**src/btrr_pkg.sv**
```systemverilog
package btrr_pkg;
   // Instruction field layout, with bit 0 as the least significant bit of the word
   localparam int INSN_W = 32;
   localparam int ADDR_W = 32;
   localparam logic [5:0] OPC_BRANCH_REG = 6'h13;
   localparam logic [9:0] XO_TO_LINK = 10'h010;
   localparam logic [9:0] XO_TO_COUNT = 10'h210;
   localparam int OPC_HI = 31;
   localparam int OPC_LO = 26;
   localparam int OPT_HI = 25;
   localparam int OPT_LO = 21;
   localparam int SEL_HI = 20;
   localparam int SEL_LO = 16;
   localparam int XO_HI = 10;
   localparam int XO_LO = 1;
   localparam int LINK_BIT = 0;
   // Option bits as indices into the five-bit options vector; index 4 is the first field bit
   localparam int OPT_IGNORE_COND = 4;
   localparam int OPT_COND_SENSE = 3;
   localparam int OPT_KEEP_COUNT = 2;
   localparam int OPT_ZERO_SENSE = 1;
   localparam int OPT_HINT = 0;
   // Offsets inside a four-bit condition field
   localparam int COND_LT = 0;
   localparam int COND_GT = 1;
   localparam int COND_EQ = 2;
   localparam int COND_SO = 3;
   localparam int COND_FIELD_W = 4;
   localparam logic [ADDR_W-1:0] INSN_STEP = 32'h0000_0004;
   localparam logic [ADDR_W-1:0] RESET_ADDR = 32'h0000_0000;
   localparam logic [ADDR_W-1:0] RESET_REG = 32'h0000_0000;

   typedef enum logic [1:0] {
      BTRR_FORM_NONE,
      BTRR_FORM_LINK,
      BTRR_FORM_COUNT
   } btrr_form_e;

   // One issued instruction with its address
   typedef struct packed {
      logic valid;
      logic [INSN_W-1:0] insn;
      logic [ADDR_W-1:0] current_address;
   } btrr_issue_s;

   // Resolved branch outcome
   typedef struct packed {
      logic valid;
      logic taken;
      logic hint;
      logic [ADDR_W-1:0] next_address;
   } btrr_result_s;
endpackage

```
**src/btrr_decode.sv**
```systemverilog
`timescale 1ns/10ps
// Splits an issued word into the branch-to-register fields
module btrr_decode
   import btrr_pkg::*;
(
   input wire logic [INSN_W-1:0] insn,
   output btrr_form_e form,
   output logic [4:0] branch_options,
   output logic [4:0] condition_bit_select,
   output logic link_flag
);
   // Only primary 19 with one of the two extended codes is ours
   always_comb begin
      form = BTRR_FORM_NONE;
      if (insn[OPC_HI:OPC_LO] == OPC_BRANCH_REG) begin
         if (insn[XO_HI:XO_LO] == XO_TO_LINK) begin
            form = BTRR_FORM_LINK;
         end else if (insn[XO_HI:XO_LO] == XO_TO_COUNT) begin
            form = BTRR_FORM_COUNT;
         end
      end
   end

   assign branch_options = insn[OPT_HI:OPT_LO];
   assign condition_bit_select = insn[SEL_HI:SEL_LO];
   assign link_flag = insn[LINK_BIT];
endmodule // btrr_decode

```
**src/btrr_cond_eval.sv**
```systemverilog
`timescale 1ns/10ps
// Combines the counter test and the condition-bit test
module btrr_cond_eval
   import btrr_pkg::*;
#(
   parameter int CR_W = 32
) (
   input wire logic [4:0] branch_options,
   input wire logic [4:0] condition_bit_select,
   input wire logic [CR_W-1:0] condition_register,
   input wire logic [ADDR_W-1:0] count_register,
   output logic [ADDR_W-1:0] count_next,
   output logic taken
);
   logic count_ok;
   logic cond_ok;
   logic sel_bit;

   // Bit 0 of the selector names the most significant register bit
   assign sel_bit = condition_register[CR_W-1-int'(condition_bit_select)];
   assign count_next = branch_options[OPT_KEEP_COUNT] ? count_register
                       : count_register - 32'h0000_0001;

   // Counter test drops out when the keep-count option is set
   always_comb begin
      if (branch_options[OPT_KEEP_COUNT]) begin
         count_ok = 1'b1;
      end else begin
         count_ok = ((count_next == '0) == branch_options[OPT_ZERO_SENSE]);
      end
   end

   // Condition test drops out when the ignore option is set
   always_comb begin
      if (branch_options[OPT_IGNORE_COND]) begin
         cond_ok = 1'b1;
      end else begin
         cond_ok = (sel_bit == branch_options[OPT_COND_SENSE]);
      end
   end

   assign taken = count_ok & cond_ok;

   // The selector reaches 32 bits only, so a narrower or wider register cannot be served
   if (CR_W != 32) begin : g_width_check
      $error("btrr_cond_eval supports a 32-bit condition register only");
   end
endmodule // btrr_cond_eval

```
**src/btrr_resolver.sv**
```systemverilog
`timescale 1ns/10ps
module btrr_resolver
   import btrr_pkg::*;
#(
   parameter int CR_W = 32
) (
   input wire logic clk,
   input wire logic rst,
   input wire btrr_pkg::btrr_issue_s issue,
   input wire logic [CR_W-1:0] condition_register,
   input wire logic count_load,
   input wire logic [btrr_pkg::ADDR_W-1:0] count_load_value,
   input wire logic link_load,
   input wire logic [btrr_pkg::ADDR_W-1:0] link_load_value,
   output btrr_pkg::btrr_result_s result,
   output logic [btrr_pkg::ADDR_W-1:0] count_register,
   output logic [btrr_pkg::ADDR_W-1:0] link_register,
   output logic [btrr_pkg::ADDR_W-1:0] resume_address
);
   import btrr_pkg::*;

   ////////////////////////////////////////////////////////////////////////////
   // Decode and evaluate

   btrr_form_e form;
   logic [4:0] branch_options;
   logic [4:0] condition_bit_select;
   logic link_flag;
   logic [ADDR_W-1:0] count_next;
   logic cond_taken;
   logic is_branch;
   logic [ADDR_W-1:0] seq_address;
   logic [ADDR_W-1:0] target;
   logic [ADDR_W-1:0] next_address;
   btrr_result_s result_reg;
   logic [ADDR_W-1:0] count_reg;
   logic [ADDR_W-1:0] link_reg;
   logic [ADDR_W-1:0] resume_reg;

   btrr_decode u_decode (
      .insn(issue.insn),
      .form(form),
      .branch_options(branch_options),
      .condition_bit_select(condition_bit_select),
      .link_flag(link_flag)
   );

   btrr_cond_eval #(
      .CR_W(CR_W)
   ) u_eval (
      .branch_options(branch_options),
      .condition_bit_select(condition_bit_select),
      .condition_register(condition_register),
      .count_register(count_reg),
      .count_next(count_next),
      .taken(cond_taken)
   );

   assign is_branch = issue.valid && (form != BTRR_FORM_NONE);
   assign seq_address = issue.current_address + INSN_STEP;

   // Target from the register held before this cycle's writes
   always_comb begin
      if (form == BTRR_FORM_COUNT) begin
         target = {count_reg[ADDR_W-1:2], 2'b00};
      end else begin
         target = {link_reg[ADDR_W-1:2], 2'b00};
      end
   end

   // Hint is not an input here, so it cannot alter the outcome
   assign next_address = cond_taken ? target : seq_address;

   ////////////////////////////////////////////////////////////////////////////
   // Result and resume point

   // One-cycle result per branch word
   always_ff @(posedge clk or posedge rst) begin
      if (rst) begin
         result_reg <= '0;
      end else begin
         result_reg.valid <= is_branch;
         result_reg.taken <= is_branch & cond_taken;
         result_reg.hint <= is_branch & branch_options[OPT_HINT];
         result_reg.next_address <= next_address;
      end
   end

   // Fetch resumes from here after every resolved branch
   always_ff @(posedge clk or posedge rst) begin
      if (rst) begin
         resume_reg <= RESET_ADDR;
      end else if (is_branch) begin
         resume_reg <= next_address;
      end
   end

   ////////////////////////////////////////////////////////////////////////////
   // Architected counter and link registers

   // Branch decrement overrides an external load in the same cycle;
   // a count-form decrement is undefined, so it is simply performed
   always_ff @(posedge clk or posedge rst) begin
      if (rst) begin
         count_reg <= RESET_REG;
      end else if (is_branch && !branch_options[OPT_KEEP_COUNT]) begin
         count_reg <= count_next;
      end else if (count_load) begin
         count_reg <= count_load_value;
      end
   end

   // Return address written after the target was read
   always_ff @(posedge clk or posedge rst) begin
      if (rst) begin
         link_reg <= RESET_REG;
      end else if (is_branch && link_flag) begin
         link_reg <= seq_address;
      end else if (link_load) begin
         link_reg <= link_load_value;
      end
   end

   assign result = result_reg;
   assign count_register = count_reg;
   assign link_register = link_reg;
   assign resume_address = resume_reg;

   ////////////////////////////////////////////////////////////////////////////
   // Checks

   a_not_taken_seq: assert property (@(posedge clk) disable iff (rst)
      is_branch && !cond_taken |=> result.next_address == $past(seq_address))
      else $error("not-taken branch did not go to next word");

   a_link_target: assert property (@(posedge clk) disable iff (rst)
      is_branch && cond_taken && form == BTRR_FORM_LINK
      |=> result.next_address == {$past(link_reg[ADDR_W-1:2]), 2'b00})
      else $error("link target wrong");

   a_count_target: assert property (@(posedge clk) disable iff (rst)
      is_branch && cond_taken && form == BTRR_FORM_COUNT
      |=> result.next_address == {$past(count_reg[ADDR_W-1:2]), 2'b00})
      else $error("count target wrong");

   a_count_decr: assert property (@(posedge clk) disable iff (rst)
      is_branch && !branch_options[OPT_KEEP_COUNT]
      |=> count_register == $past(count_reg) - 32'h0000_0001)
      else $error("counter not decremented");

   a_count_keep: assert property (@(posedge clk) disable iff (rst)
      is_branch && branch_options[OPT_KEEP_COUNT] && !count_load
      |=> $stable(count_register))
      else $error("counter changed without decrement");

   a_link_save: assert property (@(posedge clk) disable iff (rst)
      is_branch && link_flag |=> link_register == $past(issue.current_address) + 32'h4)
      else $error("return address not saved");

   a_uncond_taken: assert property (@(posedge clk) disable iff (rst)
      is_branch && branch_options == 5'h14 |=> result.taken)
      else $error("option 20 not taken");

   a_cond_only: assert property (@(posedge clk) disable iff (rst)
      is_branch && branch_options == 5'h0c
      |=> result.taken == $past(condition_register[CR_W-1-int'(condition_bit_select)]))
      else $error("option 12 outcome wrong");

   a_bnz_taken: assert property (@(posedge clk) disable iff (rst)
      is_branch && branch_options == 5'h10 |=> result.taken == (count_register != '0))
      else $error("option 16 outcome wrong");

   a_bz_cond: assert property (@(posedge clk) disable iff (rst)
      is_branch && branch_options == 5'h0a
      |=> result.taken == ((count_register == '0)
          && $past(condition_register[CR_W-1-int'(condition_bit_select)])))
      else $error("option 10 outcome wrong");

   a_resume_next: assert property (@(posedge clk) disable iff (rst)
      result.valid |-> resume_address == result.next_address)
      else $error("resume point differs from next address");

   ////////////////////////////////////////////////////////////////////////////
   // Further checks on the option encodings and on refused words

   // Selected condition bit, bit 0 of the selector naming the top register bit.
   // Kept apart from the evaluator so the checks below do not lean on its wiring.
   logic chk_sel_bit;
   assign chk_sel_bit = condition_register[CR_W-1-int'(condition_bit_select)];

   // The evaluator reaches 32 bits only; refuse anything else at elaboration
   if (CR_W != 32) begin : g_width_check
      $error("btrr_resolver supports a 32-bit condition register only");
   end

   a_bdz_taken: assert property (
      @(posedge clk) disable iff (rst)
      is_branch && branch_options == 5'h12
      |=> result.taken == (count_register == '0))
      else $error("option 18 outcome wrong");

   a_bnz_false: assert property (
      @(posedge clk) disable iff (rst)
      is_branch && branch_options == 5'h00
      |=> result.taken == ((count_register != '0) && !$past(chk_sel_bit)))
      else $error("option 0 outcome wrong");

   a_bnz_true: assert property (
      @(posedge clk) disable iff (rst)
      is_branch && branch_options == 5'h08
      |=> result.taken == ((count_register != '0) && $past(chk_sel_bit)))
      else $error("option 8 outcome wrong");

   a_bz_false: assert property (
      @(posedge clk) disable iff (rst)
      is_branch && branch_options == 5'h02
      |=> result.taken == ((count_register == '0) && !$past(chk_sel_bit)))
      else $error("option 2 outcome wrong");

   a_false_only: assert property (
      @(posedge clk) disable iff (rst)
      is_branch && branch_options == 5'h04
      |=> result.taken == !$past(chk_sel_bit))
      else $error("option 4 outcome wrong");

   a_ignore_cond: assert property (
      @(posedge clk) disable iff (rst)
      is_branch && branch_options[OPT_IGNORE_COND] && branch_options[OPT_KEEP_COUNT]
      |=> result.taken)
      else $error("ignored condition still blocked the branch");

   a_keep_cond: assert property (
      @(posedge clk) disable iff (rst)
      is_branch && branch_options[OPT_KEEP_COUNT] && !branch_options[OPT_IGNORE_COND]
      |=> result.taken == ($past(chk_sel_bit) == $past(branch_options[OPT_COND_SENSE])))
      else $error("kept counter still affected the outcome");

   a_cond_sense: assert property (
      @(posedge clk) disable iff (rst)
      is_branch && !branch_options[OPT_IGNORE_COND] && chk_sel_bit != branch_options[OPT_COND_SENSE]
      |=> !result.taken)
      else $error("condition mismatch still taken");

   a_zero_sense: assert property (
      @(posedge clk) disable iff (rst)
      is_branch && !branch_options[OPT_KEEP_COUNT]
      |=> !result.taken || ((count_register == '0) == $past(branch_options[OPT_ZERO_SENSE])))
      else $error("counter test failed but branch taken");

   a_hint_pass: assert property (
      @(posedge clk) disable iff (rst)
      is_branch
      |=> result.hint == $past(branch_options[OPT_HINT]))
      else $error("hint not passed on");

   a_refuse_word: assert property (
      @(posedge clk) disable iff (rst)
      !is_branch
      |=> !result.valid)
      else $error("refused word produced a result");

   a_refuse_count: assert property (
      @(posedge clk) disable iff (rst)
      !is_branch && !count_load
      |=> $stable(count_register))
      else $error("refused word changed the counter");

   a_link_keep: assert property (
      @(posedge clk) disable iff (rst)
      !(is_branch && link_flag) && !link_load
      |=> $stable(link_register))
      else $error("link register changed without a save or load");

   a_link_before: assert property (
      @(posedge clk) disable iff (rst)
      is_branch && cond_taken && link_flag && form == BTRR_FORM_LINK
      |=> result.next_address == {$past(link_reg[ADDR_W-1:2]), 2'b00})
      else $error("link target used the saved return address");

   a_count_form: assert property (
      @(posedge clk) disable iff (rst)
      is_branch && form == BTRR_FORM_COUNT && branch_options == 5'h14
      |=> result.taken && result.next_address == {$past(count_reg[ADDR_W-1:2]), 2'b00})
      else $error("count form unconditional branch wrong");

   a_target_align: assert property (
      @(posedge clk) disable iff (rst)
      result.valid && result.taken
      |-> result.next_address[1:0] == 2'b00)
      else $error("taken target not word aligned");

   a_count_load: assert property (
      @(posedge clk) disable iff (rst)
      !(is_branch && !branch_options[OPT_KEEP_COUNT]) && count_load
      |=> count_register == $past(count_load_value))
      else $error("counter load lost");

   a_link_load: assert property (
      @(posedge clk) disable iff (rst)
      !(is_branch && link_flag) && link_load
      |=> link_register == $past(link_load_value))
      else $error("link load lost");

   a_field_eq: assert property (
      @(posedge clk) disable iff (rst)
      is_branch && branch_options == 5'h0c && condition_bit_select == 5'h02
      |=> result.taken == $past(condition_register[CR_W-1-COND_EQ]))
      else $error("equal bit of field zero not selected");

   // A refused word must leave the resume point where the last branch put it
   a_resume_hold: assert property (
      @(posedge clk) disable iff (rst)
      !is_branch
      |=> $stable(resume_address))
      else $error("resume point moved without a branch");
endmodule // btrr_resolver

```
**config.mk**
```make
export PLATFORM = sky130hd
export DESIGN_NAME = btrr_resolver
export DESIGN_NICKNAME = d
export VERILOG_FILES = /design/src/btrr_pkg.sv /design/src/btrr_decode.sv /design/src/btrr_cond_eval.sv /design/src/btrr_resolver.sv
export SDC_FILE = /design/constraint.sdc
export NUM_CORES = 1
export LEC_CHECK = 0
export BUFFER_PORTS_ARGS = -buffer_cell sky130_fd_sc_hd__buf_2
export CELL_PAD_IN_SITES_DETAIL_PLACEMENT = 2
export CELL_PAD_IN_SITES_GLOBAL_PLACEMENT = 2
export CORE_MARGIN = 5
export CORE_UTILIZATION = 29
export CTS_CLUSTER_DIAMETER = 50
export CTS_CLUSTER_SIZE = 16
export DETAILED_ROUTE_END_ITERATION = 8
export PLACE_DENSITY_LB_ADDON = 0.1
export SYNTH_ARGS = -nofsm -noshare
export SYNTH_HDL_FRONTEND = slang
export SYNTH_SLANG_ARGS = --single-unit
```
**constraint.sdc**
```tcl
create_clock -name clk -period 4.8 [get_ports clk]
set_input_delay 0.72 -clock clk [delete_from_list [all_inputs] [get_ports clk]]
set_output_delay 0.72 -clock clk [all_outputs]
set_load 0.05 [all_outputs]
```
# == Word-level counts from Yosys, hierarchy flattened ==
# Index checks and enable logic that the tools add are counted.
# word_totals
reg_bits,131
in_bits,165
wordCells,43
# op_classes
magnitude_cmp,1
eq_ne,6
n_bitwise,3
n_addsub,3
n_mux,15
reduce_logical,8
# op_table
operator,n
two-way mux 32 bit,7
"adder 32 x 3 -> 32 bit, second input constant",1
zero test 32 bit,1
"subtractor 32 x 1 -> 32 bit, second input constant",1
"== test 10 bit, second input constant",1
"== test 10 x 5 -> 1 bit, second input constant",1
"< comparator 6 x 7 -> 1 bit, second input constant",1
"== test 6 x 5 -> 1 bit, second input constant",1
two-way mux 2 bit,3
nonzero test 2 bit,3
"subtractor 5 x 5 -> 6 bit, first input constant",1
binary-select mux 1 bit (select 5 bit),1
two-way mux 1 bit,4
bitwise AND 1 bit,3
logical AND 1 bit,3
== test 1 bit,2
"== test 2 bit, second input constant",1
zero test 1 bit,1

# == Longest topological paths before layout ==
# Gate-level depths: netlist (run 1).
# depth
depth_word,8
ltp_mapped,13

# == Modules after synthesis ==
# A second synthesis (run 1) with hierarchy kept.
# unflattened
cells_unflattened,764
hier_area_um2,7683.6
# modules_own_cells
mod,n_inst,seq_area_each_um2,area_each_um2,cells_each
btrr_resolver,1,3278.1,6431.2,609
btrr_cond_eval,1,0.0,1106.1,137
btrr_decode,1,0.0,146.4,18

# == Least setup slack after synthesis (run 1) ==
# OpenSTA, ideal clock, no wires.
# synth_path
path_type,reg2reg
startpoint,register count_reg[0] (netlist: count_register[0])
endpoint,register resume_reg[3] (netlist: resume_address[3])
stages_incl_launch_ff,12
synth_period_minus_slack_ps,4593
arrival_time_ps,4468
setup_ps,125
t_required_ps,4675
setup_slack_ps,207
cell_sequence,dfrtp_1 > inv_1 > ha_1 > or4b_4 > or4_4 > o31a_1 > or4_1 > or4_1 > o41a_1 > nand3_4 > mux2_2 > mux2_2
# synth_between
elab_chain_cells,7
# synth_lines
item,line,rtl
"start, declared",btrr_resolver.sv:36,logic [ADDR_W-1:0] count_reg;
"start signal, assigned",btrr_resolver.sv:107,count_reg <= count_next;
"start signal, assigned",btrr_resolver.sv:109,count_reg <= count_load_value;
subtractor 32 x 1 -> 32 bit,btrr_cond_eval.sv:22,: count_register - 32'h0000_0001;
two-way mux 32 bit *,btrr_cond_eval.sv:21,assign count_next = branch_options[OPT_KEEP_COUNT] ? count_register
zero test 32 bit *,btrr_cond_eval.sv:29,count_ok = ((count_next == '0) == branch_options[OPT_ZERO_SENSE]);
== test 1 bit *,btrr_cond_eval.sv:29,
two-way mux 1 bit *,btrr_cond_eval.sv:26,if (branch_options[OPT_KEEP_COUNT]) begin
bitwise AND 1 bit *,btrr_cond_eval.sv:42,assign taken = count_ok & cond_ok;
two-way mux 32 bit *,btrr_resolver.sv:72,assign next_address = cond_taken ? target : seq_address;
via next_address[3],btrr_resolver.sv:34,logic [ADDR_W-1:0] next_address;
"end signal, assigned",btrr_resolver.sv:94,resume_reg <= next_address;
"end, declared",btrr_resolver.sv:38,logic [ADDR_W-1:0] resume_reg;
# The timed path passes the listed nets; every way through them passes the cells marked *.
# A chain may end at the register's enable or synchronous reset.

# == Worst setup path after layout (run 1) ==
# layout_path
startpoint,register count_reg[0] (netlist: count_register[0])
endpoint,register resume_reg[20] (netlist: resume_address[20])
# The elaborated chain is that of the path after synthesis.

==> flow_summary.ini, run 1 <==
[logic_synthesis]
seq_area_frac_synth_pct = 44.3
synth_common_cells = dfrtp_1, nand2_1, o21ai_0, mux2_2, mux2i_1
ys.flop_type = dfrtp_1
synth_cell_type_count = 55
yosys-top-cells-area = dfrtp_1, mux2_2, mux2i_1
synth.top_cell.area_share_pct = 44.3
syn_area_mm2 = 0.00741
syn_nets = 914
synth.most_common_cell = dfrtp_1
synth-async-reset-ratio_pct = 100
syn_inst = 747
synth_area_leader_cell = dfrtp_1
postSynthAreaPerCell_um2 = 9.91
synth_edf_count = 0
synth-seq-cells = 131
yosys_warnings = 0

[worst_setup_path]
critPathLaunchType = flop
critPathBufInv = 2
end_kind = flop
path_cells = inv_1 -> ha_1 -> or4b_4 -> or4_4 -> o31a_1 -> or4_1 -> or4_1 -> o41a_1 -> nand3_4 -> buf_12 -> mux2i_1 -> mux2_2
arrival_ns = 4.88
path_max_fanout = 22
slowest_delay_ns = 0.58
critPathSlowestCell = or4_4
crit_type = flop to flop
critPathTopFamily = simple AND/OR/NAND/NOR gates
cp_common_cell = or4_1
cp.required_ns = 5.16

[power_and_ir_drop]
clkPwrFrac_pct = 37.8
seqPwrFrac_pct = 37.1
power_frac_comb_pct = 25.1
pwr_density_cell_mw_per_mm2 = 351
internal_power_uw = 2200
p_sw_uw = 1260
p_leak_uw = 0.00491
ir_worst_vdd_mv = 0.177
swShare_pct = 36.5

[drt]
routed.top_layer = met5
drc = 0
via_per_inst = 5.14
wl_um = 30500
drtIter0Drc = 233
num_vias = 7092
wl_met1_um = 13400
routedWlPerCell_um = 22.2
wl_met2_um = 15100
met3_length_um = 1750
ant_nets = 0
dr.pass1.iters = 5

[grt]
grt.total_usage_pct = 20.9
grt-ovfl-total = 0
grt_antenna_before_repair = 1
grt_pass1_vias = 8046
grt_max_degree = 100
grt_pass1_wl_um = 47000

[hold_path]
hold_class = primary input to async pin

[die]
initial_utilization_pct = 29.4
dieHeight_um = 170
die_w_um = 170
die-area_mm2 = 0.0288
core_mm2 = 0.0252
io_pins = 296
fp-row-count = 58

[run_status]
status = finished clean

[final_layout]
largest_reg_flops = 35
syn_to_final_growth_pct = 33.0
drive_gt1_share_pct = 41.1
n_antenna_cell = 0
nets = 1203

[clock_network]
cts.clk_slew.worst_paths_ns = 0.07
cts_buffer_depth = 2
clk_latency_ns = 0.42
postCtsSetupRepairBufs = 0
cts-root-buf = clkbuf_16
clock-sinks = 131
cts_tree = built
cts_buffers = 17
h-tree-depth = 4
cts_hold_buf = 0
cts-resized-gates = 0

[sta]
fmax_mhz = 221
slew_viol_final = 0
rsz0062_at_grt = no
final-hold-violation-count = 0
timing.hold.ws_ns = 0.470
period_minus_slack_ns = 4.52
fin_setup_tns_ns = 0
setup_violations = 0
fin_skew_ns = 0.0125
slew_headroom_pct = 33.1
fin_crit_sh_pct = 94.3
tightest_slew_ns = 1.00

[placed_design]
place_congestion = 0.783
dp_hpwl_um = 23200
portBuffers = 290

[run]
maxCapViolCount = 0
==> worst reg2reg max path: cells and delay by family (launching register included) <==
kind	cells	cell delay, ns
multiplexers	2	0.51
AO/OA/AOI/OAI	2	0.76
buffers and inverters	2	0.33
flip-flops	1	0.44
adder cells (fa/ha/maj)	1	0.16
AND/OR/NAND/NOR	5	2.27
==> layer usage <==
metal | up-vias | GRT usage (%)
met5 | - | 0
met4 | 2 | 4.52
met3 | 21 | 4.64
met2 | 196 | 36.6
met1 | 3585 | 26.5
li1 | 3288 | -
==> kinds of logic (layout without fill, tap and decap cells) <==
| logic type | count (synthesis) | after routing | share of synthesized area (%) |
|---|---|---|---|
| adder cells (fa/ha/maj) | 2 | 2 | 0.338 |
| multiplexers | 131 | 131 | 19.6 |
| AO/OA/AOI/OAI | 138 | 138 | 10.9 |
| flip-flops | 131 | 131 | 44.3 |
| buffers and inverters | 62 | 364 | 3.92 |
| AND/OR/NAND/NOR | 252 | 252 | 17.2 |
| XOR/XNOR | 31 | 31 | 3.67 |
==> power groups by stage <==
stage / clock network [µW] / logic (µW) / registers (µW)
4_1_cts: 1350 / 881 / 1290
3_3_place_gp: 0 / 864 / 1300
5_1_grt: 1390 / 926 / 1300
3_5_place_dp: 0 / 878 / 1300
2_1_floorplan: 0 / 280 / 1590
6_report: 1310 / 869 / 1280
==> cells in the final DEF (no fill, tap or decap), types with 9 or more instances in the layout <==
cell type / instances
buf_2: 290
dfrtp_1: 131
nand2_1: 70
o21ai_0: 69
mux2_2: 64
mux2i_1: 62
nor2_1: 46
a21oi_1: 36
nand3_1: 28
buf_4: 26
xor2_1: 22
nor3_1: 19
clkbuf_16: 17
nor4_1: 15
inv_1: 13
and3_1: 11
nand4_1: 9
xnor2_1: 9
==> area by class of cell <==
cell class | count | area (µm²)
fillers | 2879 | 15300
flip-flops and latches | 131 | 3280
clock buffers | 18 | 439
well taps | 330 | 413
inverters | 15 | 61.3
repair buffers | 317 | 1670
multi-input cells | 554 | 3840
clock inverters | 14 | 144
==> stage by stage <==
step | instance area [µm²] | utilization, % | instances | setup slack (ns) | total power (µW)
floorplan | 7410 | - | 747 | 0.207 | 1870
global placement | 9260 | 36.8 | 1347 | 0.197 | 2160
finish | 9850 | 39.1 | 1379 | 0.276 | 3460
CTS | 9850 | 39.1 | 1379 | 0.280 | 3520
detailed placement | 9260 | 36.8 | 1347 | 0.156 | 2180
global route | 9850 | 39.1 | 1379 | 0.125 | 3610
==> worst paths after layout <==
check,slack [ns],startpoint,depth (start not counted),to
max,0.28,count_register[0],12,resume_address[20]
min,0.47,rst,2,result[13]
max reg2reg,0.28,count_register[0],12,resume_address[20]
min reg2reg,0.50,resume_address[2],1,resume_address[2]
max in group asynchronous,3.32,rst,3,resume_address[5]
min in group clk,0.50,resume_address[2],1,resume_address[2]
Power figures use the tool's default switching activity.
==> run 2, diff against run 1 <==
--- a/config.mk
+++ b/config.mk
@@ -5,11 +5,12 @@
 export SDC_FILE = /design/constraint.sdc
 export NUM_CORES = 1
 export LEC_CHECK = 0
+export ABC_AREA = 1
 export BUFFER_PORTS_ARGS = -buffer_cell sky130_fd_sc_hd__buf_2
 export CELL_PAD_IN_SITES_DETAIL_PLACEMENT = 2
 export CELL_PAD_IN_SITES_GLOBAL_PLACEMENT = 2
 export CORE_MARGIN = 5
-export CORE_UTILIZATION = 29
+export CORE_UTILIZATION = 27
 export CTS_CLUSTER_DIAMETER = 50
 export CTS_CLUSTER_SIZE = 16
 export DETAILED_ROUTE_END_ITERATION = 8
==> run 2 against run 1 <==
  * Flip-flop and latch count is the same
  * Die area grew 21%
  * Synthesized cell count grew 59%
  * Combinational power grew 9.4%
  * Clock skew grew 0.0014 ns
  * Critical path type unchanged
  * Critical endpoint is now result[31]
==> flow_summary.ini, run 2 <==
[run_status]
status = finished clean

[drt]
via_per_inst = 4.91
wl_um = 39100
drtIter0Drc = 275
num_vias = 9203
routedWlPerCell_um = 20.8
dr.pass1.iters = 6
ant_nets = 0
drc = 0

[logic_synthesis]
synthXorXnorAreaFrac_pct = 3.21
yosys-top-cells-area = dfrtp_1, nand2_1, nand3_1
seq_area_frac_synth_pct = 38.8
ys.flop_type = dfrtp_1
synthAdderAreaFrac_pct = 0.296
synth_common_cells = nand2_1, inv_1, dfrtp_1, nand3_1, nor2_1
synth_area_leader_cell = dfrtp_1
postSynthAreaPerCell_um2 = 7.10
synth_cell_type_count = 45
synth-simple-area-share_pct = 36.0
synth_top_family_by_area = simple AND/OR/NAND/NOR gates
syn_nets = 1358
synth_compound_area_share_pct = 12.2
synth_edf_count = 0
yosys_warnings = 0
synth.most_common_cell = nand2_1
synth.top_cell.area_share_pct = 38.8
synth-async-reset-ratio_pct = 100
syn_area_mm2 = 0.00846
synth-seq-cells = 131
syn_inst = 1191
synth_mux_area_share_pct = 0

[final_layout]
fill_cells = 3741
final_common_cell = nand2_1
seq_area_mm2 = 0.00328
nets = 1630
multiInputGateArea_mm2 = 0.00438
final_cell_mix = nand2_1, buf_2, inv_1, dfrtp_1
syn_to_final_growth_pct = 29.1
drive_gt1_share_pct = 26.2
largest_reg_flops = 35
fin_util_pct = 35.5

[grt]
grt_max_degree = 94
grt_pass1_vias = 10394
grt-ovfl-total = 0
grt_antenna_before_repair = 9
grt_pass1_wl_um = 60600
grt.total_usage_pct = 22.0

[clock_network]
clock-sinks = 131
cts_tree = built
cts_hold_buf = 0
cts-resized-gates = 0
cts_buffer_depth = 2
cts_buffers = 17
cts.clk_slew.worst_paths_ns = 0.07
cts-root-buf = clkbuf_16
postCtsSetupRepairBufs = 0
h-tree-depth = 4
clk_latency_ns = 0.43

[worst_setup_path]
crit_type = flop to flop
r2r-start = count_register[0]
cp.required_ns = 5.11
arrival_ns = 3.68
path_max_fanout = 33
critPathLaunchType = flop
end_kind = flop
ff2ff_setup_slack_ns = 1.44
ff2ff_path_depth = 19
critPathLaunch = count_register[0]
worstSetupEndpoint = result[31]
reg2reg_to = result[31]

[power_and_ir_drop]
ir_worst_vdd_mv = 0.255
p_leak_uw = 0.00587
pwr_density_cell_mw_per_mm2 = 336

[sta]
fin_crit_sh_pct = 70.1
period_minus_slack_ns = 3.36
fin_skew_ns = 0.0139
rsz0062_at_grt = no
slew_viol_final = 0
fmax_mhz = 297
fin_setup_tns_ns = 0
slew_headroom_pct = 29.4
setup_violations = 0
tightest_slew_ns = 1.06
final-hold-violation-count = 0

[placed_design]
place_congestion = 0.833
dp_hpwl_um = 30000
portBuffers = 290

[die]
fp-row-count = 64
die-area_mm2 = 0.0350
dieHeight_um = 187
die_w_um = 187
io_pins = 296
core_mm2 = 0.0307
initial_utilization_pct = 27.5

[hold_path]
hold_class = primary input to async pin

[run]
maxCapViolCount = 0
## run 2: cell count changes after synthesis, moves of 9 or more
cell      delta
and2_1      +27
and3_1      -11
buf_2        +9
inv_1      +132
mux2_2      -64
mux2i_1     -62
nand2_1    +225
nand2_4     +21
nand3_1     +91
nor2_1      +72
nor2_2      +11
o211ai_1    +10
o21ai_0     +12
o22ai_1     +11
## run 2: power by group
part / switching, µW / internal (µW) / total [µW]
Sequential: 79.5 / 1190 / 1270
Clock: 577 / 876 / 1450
Combinational: 703 / 248 / 951
## run 2: worst min path at each step
stage | startpoint | endpoint | slack, ns | cells past startpoint
6_report | rst | count_register[3] | 0.43 | 2
2_1_floorplan | link_register[0] | link_register[0] | 0.76 | 2
5_1_grt | issue[53] | result[32] | 0.50 | 3
3_5_place_dp | resume_address[11] | resume_address[11] | 0.46 | 2
4_1_cts | resume_address[11] | resume_address[11] | 0.48 | 2
3_3_place_gp | resume_address[14] | resume_address[14] | 0.46 | 2
## run 2: cell families (layout without fill, tap and decap cells)
logic type               count (synthesis)  after routing
AND/OR/NAND/NOR                        649            649
buffers and inverters                  199            483
flip-flops                             131            131
AO/OA/AOI/OAI                          179            179
other                                    0              4
adder cells (fa/ha/maj)                  2              2
XOR/XNOR                                31             31
## run 2: stage by stage
step	hold slack, ns	setup slack (ns)	cell area, µm²	cells	total power, µW
2_1_floorplan	0.756	0.582	8460	1191	1920
3_5_place_dp	0.460	1.05	10300	1840	2250
3_3_place_gp	0.460	1.10	10300	1840	2240
5_1_grt	0.497	1.17	10900	1875	3840
6_report	0.433	1.44	10900	1875	3670
4_1_cts	0.478	1.45	10900	1871	3720
## run 2: layout make-up
| type | count | area share [%] |
|---|---|---|
| antenna | 4 | 0.0917 |
| multi-input combinational | 861 | 40.1 |
| timing repair buffer | 303 | 14.3 |
| clock inverter | 14 | 1.86 |
| inverter | 149 | 5.17 |
| tap | 396 | 4.54 |
| sequential | 131 | 30.0 |
| clock buffer | 17 | 3.90 |
## run 2: metal layers
metal / part of all wire (%) / track usage (%)
met1: 44 / 27.1
met3: 4.9 / 5.08
met4: 1.5 / 5.26
met5: 0.15 / 0
met2: 49 / 38.9
## run 2: critical path, stage by stage, from the launching register on
cell and delay, ns:
dfrtp_1 0.41, inv_2 0.11, ha_1 0.29, nand3_4 0.15, nor2_4 0.24, nand2_1 0.09, nand2_1 0.12, nand2_1 0.08
nor2_1 0.12, nand2_1 0.06, nor2_1 0.18, nand2_1 0.07, nor2_1 0.16, nand2_1 0.10, nand2_2 0.08, nand3_4 0.21
nand2_4 0.14, buf_12 0.31, nand2_1 0.12, and2_1 0.17
